[src/rtl/fps_consts.svh]
// What this block does
// - programming only clears bits to zero; only an erase restores ones
// - write and erase are timed in hardware and stall the store port
// - unlock needs first key then second key, any delay between them
// - a wrong or out-of-order key disables writes and erases until reset
// - a flash store to user space before unlock, with no key write that cycle, disables writes and erases until reset
// - every started write or erase returns the lock to locked, or to disabled if a key is written that cycle
// - store write enable steers stores to flash; it holds until cleared
// - flash pages are 512 bytes; erase sets a whole page to all ones
// - erase enable plus write enable: one store erases its whole page
// - pair select zero: each store programs one byte
// - pair select one: two bytes programmed in one write time
// - block is even then odd byte; programming starts on the odd store
// - top 1024 bytes of flash are reserved from user programming
// - key register reads back the two-bit lock state
// - the data byte of an erase store is ignored
// - a flash store above user space raises a flash error reset
`ifndef FPS_CONSTS_SVH
`define FPS_CONSTS_SVH
// register byte offsets
`define FPS_OFF_KEY        8'h00
`define FPS_OFF_STORE_CTL  8'h04
`define FPS_OFF_PREFETCH   8'h08
`define FPS_OFF_TIMING     8'h0c
`define FPS_OFF_STATUS     8'h10
// field positions
`define FPS_BIT_WE         0
`define FPS_BIT_EE         1
`define FPS_BIT_PAIR       0
`define FPS_BIT_RDTIME     4
`define FPS_BIT_BUSY       2
// reset values and keys
`define FPS_TIMING_RST     8'h80
`define FPS_KEY_FIRST      8'ha5
`define FPS_KEY_SECOND     8'hf1
`define FPS_ERASED_BYTE    8'hff
// address limits
`define FPS_USER_TOP       16'hfbff
`define FPS_PAGE_BITS      9
// timing: least times in us, clock in MHz
`define FPS_CLK_MHZ        40
`define FPS_ERASE_TIME_US  10000
`define FPS_WRITE_TIME_US  40
`endif

[src/rtl/fps_pkg.sv]
package fps_pkg;
    typedef enum logic [1:0] {
        FPS_LOCKED   = 2'b00,
        FPS_FIRST    = 2'b01,
        FPS_UNLOCKED = 2'b10,
        FPS_DISABLED = 2'b11
    } fps_lock_t;

    typedef struct packed {
        logic [15:0] addr;
        logic [7:0]  data;
    } fps_store_t;

    typedef struct packed {
        logic        prog;
        logic        erase;
        logic [15:0] addr;
        logic [1:0]  lane_en;
        logic [15:0] clr_mask;
    } fps_cmd_t;
endpackage

[src/rtl/fps_sequencer.sv]
`timescale 1ns/100ps
`include "fps_consts.svh"
module fps_sequencer import fps_pkg::*; #(
    parameter int          CNT_W     = 20,
    parameter logic [15:0] USER_TOP  = `FPS_USER_TOP,
    parameter int          ERASE_CYC = `FPS_ERASE_TIME_US * `FPS_CLK_MHZ,
    parameter int          WRITE_CYC = `FPS_WRITE_TIME_US * `FPS_CLK_MHZ
) (
    input  wire logic       clk,
    input  wire logic       rst,
    input  wire logic       psel,
    input  wire logic       penable,
    input  wire logic       pwrite,
    input  wire logic [7:0] paddr,
    input  wire logic [31:0] pwdata,
    output logic [31:0]     prdata,
    output logic            pready,
    output logic            pslverr,
    input  wire logic       st_valid,
    input  wire fps_store_t st_req,
    output logic            st_ready,
    output logic            xram_we,
    output fps_store_t      xram_req,
    output fps_cmd_t        flash_cmd,
    output logic            flash_busy,
    output logic            flash_error_reset,
    output logic            read_time_select
);
    // ==========================================================
    // register bus
    logic        wr_acc;
    logic        rd_setup;
    logic        mapped;
    logic        key_wr;
    logic [1:0]  store_ctl_reg;
    logic        pair_reg;
    logic        rdtime_reg;
    fps_lock_t   lock_reg;
    logic [31:0] rd_next;

    assign wr_acc = psel && penable && pwrite;
    assign rd_setup = psel && !penable && !pwrite;
    assign key_wr = wr_acc && (paddr == `FPS_OFF_KEY);
    assign pready = 1'b1;
    assign pslverr = psel && penable && !mapped;
    assign read_time_select = rdtime_reg;

    // address decode and read mux
    always_comb begin
        mapped = 1'b1;
        rd_next = 32'h0;
        if (paddr == `FPS_OFF_KEY) begin
            rd_next[1:0] = lock_reg;
        end else if (paddr == `FPS_OFF_STORE_CTL) begin
            rd_next[1:0] = store_ctl_reg;
        end else if (paddr == `FPS_OFF_PREFETCH) begin
            rd_next[`FPS_BIT_PAIR] = pair_reg;
        end else if (paddr == `FPS_OFF_TIMING) begin
            rd_next[7:0] = `FPS_TIMING_RST;
            rd_next[`FPS_BIT_RDTIME] = rdtime_reg;
        end else if (paddr == `FPS_OFF_STATUS) begin
            rd_next[1:0] = lock_reg;
            rd_next[`FPS_BIT_BUSY] = flash_busy;
        end else begin
            mapped = 1'b0;
        end
    end

    // read data captured in setup phase
    always_ff @(posedge clk) begin
        if (rst) begin
            prdata <= 32'h0;
        end else if (rd_setup) begin
            prdata <= rd_next;
        end
    end

    // control registers; write enable holds until software clears it
    always_ff @(posedge clk) begin
        if (rst) begin
            store_ctl_reg <= 2'b00;
            pair_reg <= 1'b0;
            rdtime_reg <= 1'b0;
        end else if (wr_acc) begin
            if (paddr == `FPS_OFF_STORE_CTL) begin
                store_ctl_reg <= pwdata[1:0];
            end else if (paddr == `FPS_OFF_PREFETCH) begin
                pair_reg <= pwdata[`FPS_BIT_PAIR];
            end else if (paddr == `FPS_OFF_TIMING) begin
                rdtime_reg <= pwdata[`FPS_BIT_RDTIME];
            end
        end
    end

    // ==========================================================
    // store classification
    logic        we;
    logic        ee;
    logic        take;
    logic        fl_store;
    logic        illegal;
    logic        start_op;
    logic        start_erase;
    logic        start_prog;
    logic [7:0]  even_reg;
    logic [CNT_W-1:0] cnt_reg;

    assign we = store_ctl_reg[`FPS_BIT_WE];
    assign ee = store_ctl_reg[`FPS_BIT_EE];
    assign st_ready = !flash_busy;
    assign take = st_valid && st_ready;
    assign fl_store = take && we;
    assign illegal = fl_store && (st_req.addr > USER_TOP);
    assign start_op = fl_store && !illegal && (lock_reg == FPS_UNLOCKED);
    assign start_erase = start_op && ee;
    assign start_prog = start_op && !ee && (!pair_reg || st_req.addr[0]);

    // ==========================================================
    // lock and key state machine
    always_ff @(posedge clk) begin
        if (rst) begin
            lock_reg <= FPS_LOCKED;
        end else if (lock_reg == FPS_DISABLED) begin
            lock_reg <= FPS_DISABLED;
        end else if (key_wr) begin
            case (lock_reg)
                FPS_LOCKED: begin
                    if (pwdata[7:0] == `FPS_KEY_FIRST) begin
                        lock_reg <= FPS_FIRST;
                    end else begin
                        lock_reg <= FPS_DISABLED;
                    end
                end
                FPS_FIRST: begin
                    if (pwdata[7:0] == `FPS_KEY_SECOND) begin
                        lock_reg <= FPS_UNLOCKED;
                    end else begin
                        lock_reg <= FPS_DISABLED;
                    end
                end
                default: begin
                    lock_reg <= FPS_DISABLED;
                end
            endcase
        end else if (fl_store && !illegal) begin
            if (lock_reg == FPS_UNLOCKED) begin
                lock_reg <= FPS_LOCKED;
            end else begin
                lock_reg <= FPS_DISABLED;
            end
        end
    end

    // ==========================================================
    // even byte buffer for block mode
    always_ff @(posedge clk) begin
        if (rst) begin
            even_reg <= `FPS_ERASED_BYTE;
        end else if (start_prog || start_erase) begin
            even_reg <= `FPS_ERASED_BYTE;
        end else if (start_op && pair_reg && !st_req.addr[0]) begin
            even_reg <= st_req.data;
        end
    end

    // ==========================================================
    // flash command and busy timer
    always_ff @(posedge clk) begin
        if (rst) begin
            flash_cmd <= '0;
        end else begin
            flash_cmd.prog <= start_prog;
            flash_cmd.erase <= start_erase;
            if (start_erase) begin
                // page base; store data is ignored
                flash_cmd.addr <= {st_req.addr[15:`FPS_PAGE_BITS],
                                   {`FPS_PAGE_BITS{1'b0}}};
                flash_cmd.lane_en <= 2'b11;
                flash_cmd.clr_mask <= 16'h0000;
            end else if (start_prog && pair_reg) begin
                flash_cmd.addr <= {st_req.addr[15:1], 1'b0};
                flash_cmd.lane_en <= 2'b11;
                flash_cmd.clr_mask <= ~{st_req.data, even_reg};
            end else if (start_prog) begin
                flash_cmd.addr <= st_req.addr;
                flash_cmd.lane_en <= st_req.addr[0] ? 2'b10 : 2'b01;
                flash_cmd.clr_mask <= ~{st_req.data, st_req.data};
            end
        end
    end

    // busy counter loads the operation time
    always_ff @(posedge clk) begin
        if (rst) begin
            cnt_reg <= '0;
            flash_busy <= 1'b0;
        end else if (start_erase) begin
            cnt_reg <= CNT_W'(ERASE_CYC - 1);
            flash_busy <= 1'b1;
        end else if (start_prog) begin
            cnt_reg <= CNT_W'(WRITE_CYC - 1);
            flash_busy <= 1'b1;
        end else if (cnt_reg != '0) begin
            cnt_reg <= cnt_reg - 1'b1;
        end else begin
            flash_busy <= 1'b0;
        end
    end

    // ==========================================================
    // data memory steering and flash error
    always_ff @(posedge clk) begin
        if (rst) begin
            xram_we <= 1'b0;
            xram_req <= '0;
            flash_error_reset <= 1'b0;
        end else begin
            xram_we <= take && !we;
            if (take && !we) begin
                xram_req <= st_req;
            end
            flash_error_reset <= illegal;
        end
    end

    // ==========================================================
    // busy length tracker for the duration checks
    logic [CNT_W-1:0] busy_len_reg;
    logic             busy_erase_reg;

    // counts the busy cycles of the running operation
    always_ff @(posedge clk) begin
        if (rst) begin
            busy_len_reg <= '0;
            busy_erase_reg <= 1'b0;
        end else if (start_erase || start_prog) begin
            busy_len_reg <= '0;
            busy_erase_reg <= start_erase;
        end else if (flash_busy) begin
            busy_len_reg <= busy_len_reg + 1'b1;
        end
    end

    // ==========================================================
    // checks
    a_disabled_sticky: assert property (@(posedge clk) disable iff (rst)
        lock_reg == FPS_DISABLED |=> lock_reg == FPS_DISABLED)
        else $error("disabled lock left before reset");
    a_early_store: assert property (@(posedge clk) disable iff (rst)
        fl_store && !illegal && !key_wr && lock_reg != FPS_UNLOCKED
        |=> lock_reg == FPS_DISABLED && !flash_cmd.prog)
        else $error("store before unlock not disabled");
    a_relock_op: assert property (@(posedge clk) disable iff (rst)
        start_op && !key_wr |=> lock_reg == FPS_LOCKED)
        else $error("lock not restored after operation");
    a_key_first: assert property (@(posedge clk) disable iff (rst)
        key_wr && lock_reg == FPS_LOCKED && pwdata[7:0] == `FPS_KEY_FIRST
        |=> lock_reg == FPS_FIRST)
        else $error("first key not accepted");
    a_key_second: assert property (@(posedge clk) disable iff (rst)
        key_wr && lock_reg == FPS_FIRST && pwdata[7:0] == `FPS_KEY_SECOND
        |=> lock_reg == FPS_UNLOCKED)
        else $error("second key not accepted");
    a_key_wrong: assert property (@(posedge clk) disable iff (rst)
        key_wr && lock_reg == FPS_FIRST && pwdata[7:0] != `FPS_KEY_SECOND
        |=> lock_reg == FPS_DISABLED)
        else $error("wrong second key not disabled");
    a_erase_busy: assert property (@(posedge clk) disable iff (rst)
        start_erase |=> flash_cmd.erase && flash_busy ##1 flash_busy[*7])
        else $error("erase busy too short");
    a_erase_start: assert property (@(posedge clk) disable iff (rst)
        start_op && ee |=> flash_cmd.erase && !flash_cmd.prog && flash_cmd.lane_en == 2'b11)
        else $error("erase store did not start an erase");
    a_erase_len: assert property (@(posedge clk) disable iff (rst)
        $fell(flash_busy) && busy_erase_reg |-> busy_len_reg == CNT_W'(ERASE_CYC))
        else $error("erase busy length wrong");
    a_write_len: assert property (@(posedge clk) disable iff (rst)
        $fell(flash_busy) && !busy_erase_reg |-> busy_len_reg == CNT_W'(WRITE_CYC))
        else $error("write busy length wrong");
    a_stall: assert property (@(posedge clk) disable iff (rst)
        flash_busy |-> !st_ready)
        else $error("store accepted while busy");
    a_steer_xram: assert property (@(posedge clk) disable iff (rst)
        take && !we |=> xram_we && !flash_cmd.prog && !flash_cmd.erase)
        else $error("store not steered to data memory");
    a_xram_data: assert property (@(posedge clk) disable iff (rst)
        take && !we |=> xram_req == $past(st_req))
        else $error("data memory store altered");
    a_byte_prog: assert property (@(posedge clk) disable iff (rst)
        start_op && !ee && !pair_reg
        |=> flash_cmd.prog && flash_cmd.addr == $past(st_req.addr))
        else $error("byte store did not program");
    a_pair_prog: assert property (@(posedge clk) disable iff (rst)
        start_prog && pair_reg |=> flash_cmd.lane_en == 2'b11 && !flash_cmd.addr[0])
        else $error("block write not on both lanes");
    a_even_hold: assert property (@(posedge clk) disable iff (rst)
        start_op && pair_reg && !ee && !st_req.addr[0] |=> !flash_cmd.prog)
        else $error("even store started programming");
    a_error_reset: assert property (@(posedge clk) disable iff (rst)
        fl_store && st_req.addr > USER_TOP |=> flash_error_reset && !flash_cmd.prog)
        else $error("reserved store without error reset");
    a_page_base: assert property (@(posedge clk) disable iff (rst)
        flash_cmd.erase |-> flash_cmd.addr[8:0] == 9'h0 && flash_cmd.clr_mask == 16'h0)
        else $error("erase not page aligned");
    a_write_time: assert property (@(posedge clk) disable iff (rst)
        start_prog |=> cnt_reg == CNT_W'(WRITE_CYC - 1) && flash_busy)
        else $error("write time not loaded");
    a_lock_read: assert property (@(posedge clk) disable iff (rst)
        rd_setup && paddr == `FPS_OFF_KEY |=> prdata[1:0] == $past(lock_reg))
        else $error("key register read wrong lock state");
endmodule

[config.mk]
export PLATFORM = sky130hd
export DESIGN_NAME = fps_sequencer
export DESIGN_NICKNAME = d
export VERILOG_FILES = /design/src/rtl/fps_pkg.sv /design/src/rtl/fps_sequencer.sv
export VERILOG_INCLUDE_DIRS = /design/src /design/src/rtl
export SDC_FILE = /design/constraint.sdc
export NUM_CORES = 1
export LEC_CHECK = 0
export BUFFER_PORTS_ARGS = -buffer_cell sky130_fd_sc_hd__clkbuf_2
export CORE_UTILIZATION = 38
export DETAILED_ROUTE_END_ITERATION = 10
export SLEW_MARGIN = 10
export SYNTH_ARGS = -nofsm -noshare
export SYNTH_HDL_FRONTEND = slang
export SYNTH_SLANG_ARGS = --single-unit
[constraint.sdc]
create_clock -name clk -period 2.5 [get_ports clk]
set_clock_uncertainty 0.2 [all_clocks]
set_input_delay 0.25 -clock clk [delete_from_list [all_inputs] [get_ports clk]]
set_output_delay 0.25 -clock clk [all_outputs]
set_load 0.02 [all_outputs]
==> summary.md <==
The worst path required time came out at 2520 ps. The worst setup path is captured at a register. For the number of antenna-violating nets in the routed design, the log shows 0. Of the total synthesized cell area, the portion taken by XOR and XNOR cells is 2.70%. The first global-routing pass estimated 19.4 mm of wire. The logs give 102 for the clock net sink count and 9 for the number of search-and-repair iterations in the first detailed-routing pass. The commonest register cell after synthesis was dfxtp_1. The die outline width came out at 111 microns. In this run the number of H-tree levels came out at 3. After synthesis, the largest area contributor takes up 45.0% of total cell area.

The tightest min-delay check is of the in -> reg type. The overall die area is 12400 sq um. Die outline height: 111 microns.

The initialized floorplan defines 39 standard-cell rows. After detailed routing, the number of vias per cell comes to 5.04. The longest clock path from root to sink contains 2 buffers. For this run, the register share of the synthesized area comes to 45.0%. The run gives 0 as the count of warnings emitted by yosys.

The share of async-settable or async-resettable flops after synthesis is 0%, and the clock-pin slew on the worst setup and hold paths is 70 ps. After legalization and detailed placement, the total HPWL measured 8.02 mm. Across the run, the number of max-cap violations was 0.

A synthesized cell averages 8.44 sq um. The worst pin sits at a relative slew slack of 63.5%. The via count of the first global-routing pass was 3946; the share of the clock period used by the worst path after layout was 92.7%.

Entering global routing, the biggest net connects 41 pins. Number of antenna violations at the first check in global routing: 0. The synthesized netlist devotes 23.9% of its cell area to simple gates. The largest driver fanout on the critical path was 36. Element type at the critical path start: a primary input.

Yosys instantiated no cell more often than nand2_1. The clock latency reported for the late side of the worst-skew pair is 340 ps, and the post-CTS setup buffer count is 0. The number of clock buffers added by TritonCTS is 9. The synthesized netlist occupies a cell area of 4530 sq um. Across the VDD grid, the largest voltage drop is 0.000347 V. The initial utilization of the core area, before any placement, comes to 39.4%.

In the synthesized netlist, the cells that appear most often are 120 x nand2_1, 102 x dfxtp_1, 57 x a21oi_1. After synthesis, the largest family of logic cells by area is simple AND/OR/NAND/NOR gates. The largest total area in the synthesized netlist belongs to dfxtp_1. For this run, the top clock speed supported by timing is 431 MHz.

The leakage power summed over all cells is 2.47 nW, and the average detailed-routed wire length per instance is 13.6 microns. The run gives 375 ps as the worst setup slack after placement. Setup repair after global routing left no endpoint under its margin. The netlist uses 56 different library cells. Counting flops with a built-in enable in the synthesized netlist gives 0. For the arrival time reported for the critical path endpoint, the log shows 2340 ps. The clock root buffer master was clkbuf_16.

The share of synthesized area spent on multiplexers was 4.69%; the power density over the cells was 861 nW/um^2. The final layout contains routed wiring with a total length of 11.3 mm. The worst setup path is of the in -> reg kind. Area growth from synthesis to final layout: 26.0%.

During I/O placement, the number of pins put on the boundary was 169. The share of synthesized cell area in full adder, half adder and majority cells was 0.276%; the global router's overall resource usage was 19.1%. The tools report the number of slew-limit violations in the final report as 0.

Global routing finished with a remaining overflow of 0. The number of synthesized register bits works out to 102. The post-route netlist has 24.3% of its cells at a drive strength greater than 1.

The final reports fail on design-rule violations. Routability congestion estimate: 0.844. After synthesis, the cell types taking the most area are dfxtp_1 45%, nand2_1 9.9%, a21oi_1 6.3%, buf_4 4.6%, mux2i_1 4.2%.

The net count of the finished layout is 748. After technology mapping, the gate count stands at 537. Final-report hold violation count: 0. The flow ran to the end, but the final reports show violations. In the post-route analysis, the smallest setup slack over all paths is 182 ps.

The region available for standard cell placement spans 11500 sq um. Input and output buffers added on the ports amount to 116. The setup total negative slack was 0 ps.

The register with the most flip-flops in the layout has 36 of them. The routed layout has 4156 vias. For this block, the initial DRC count from the detailed router was 164.

The number of antenna diodes in the final layout is 0. The clock period minus final worst setup slack was 2320 ps. The complex-gate fraction of the synthesized area was 15.0%. After detailed routing, the number of remaining DRC violations is 9. At the pin with the least slew margin, the transition time is 546 ps. Setup violations remaining at the end of the flow were counted as 0. TritonCTS built the clock tree.
-- per-layer routing --
| layer | part of all wire (%) | GRT usage [%] | wire, microns | vias up |
|---|---|---|---|---|
| met1 | 43 | 24.0 | 4870 | 1945 |
| met5 | 0 | 0 | 0 | - |
| met2 | 47 | 30.5 | 5270 | 122 |
| met3 | 7.9 | 5.25 | 886 | 21 |
| met4 | 2.1 | 8.47 | 231 | 0 |
| li1 | - | - | - | 2068 |
-- power by group --
part           total, mW  switching (mW)  leakage (nW)  internal, mW
Combinational       1.57           0.893          1.50         0.674
Sequential          1.97           0.178         0.829          1.79
Clock               1.38           0.603         0.144         0.781
-- cell families (layout without fill, tap and decap cells) --
family	after synthesis	after routing
adders and majority gates	1	1
DFF	102	102
buffers and inverters	62	181
AOI/OAI and AO/OA	103	103
xor gates and xnor gates	14	14
muxes	21	21
and+or+nand+nor	232	232
other	2	28
-- layout by cell type (no fill, tap or decap), drive strengths merged, types with 6 or more instances in the layout --
cell	count
buf	15
dfxtp	102
dlygate4sd3	26
xor2	12
nor4	6
nor3	12
inv	10
nor2	34
nand2	120
mux2i	19
conb	28
o21ai	16
nand3	28
o32ai	8
a21oi	57
clkbuf	127
-- path summary, 6_finish.rpt --
check,cells past startpoint,start,slack [ps],to
setup / recovery,7,st_req[22],180,cnt_reg[6]
hold / removal,2,st_req[6],8,flash_cmd[14]
setup reg to reg,5,store_ctl_reg[0],390,cnt_reg[6]
hold reg to reg,2,flash_cmd[7],250,flash_cmd[7]
-- worst max-delay path, stage by stage --
cell           delay, ps
dlygate4sd3_1        530
clkbuf_2             120
and4_4               200
a21o_4               240
or4_4                710
nand2_1              170
o21ai_0              100
-- per-stage QoR --
stage	instances	util, %	power [mW]	area [sq um]	hold slack [ps]
2_1_floorplan	563	-	3.12	4630	167
3_3_place_gp	783	44.8	3.48	5160	243
3_5_place_dp	783	44.8	3.53	5160	245
4_1_cts	825	49.6	4.95	5710	0.682
5_1_grt	825	49.6	5.25	5710	22.7
6_report	825	49.6	4.92	5710	8.01
-- layout make-up --
| class | count | area [sq um] |
|---|---|---|
| clock buffer | 11 | 233 |
| timing repair buffer | 157 | 953 |
| inverter | 8 | 30.0 |
| clock inverter | 5 | 57.6 |
| tap | 143 | 179 |
| sequential | 102 | 2040 |
| fill | 1137 | 5800 |
| multi-input combinational | 399 | 2220 |
-- what timing repair did --
| item | in CTS | in global routing |
|---|---|---|
| hold endpoints to repair | 49 | 0 |
| gates resized for setup | 0 | 0 |
| hold buffers | 26 | 0 |
No activity file was read; power rests on OpenSTA's default activity.
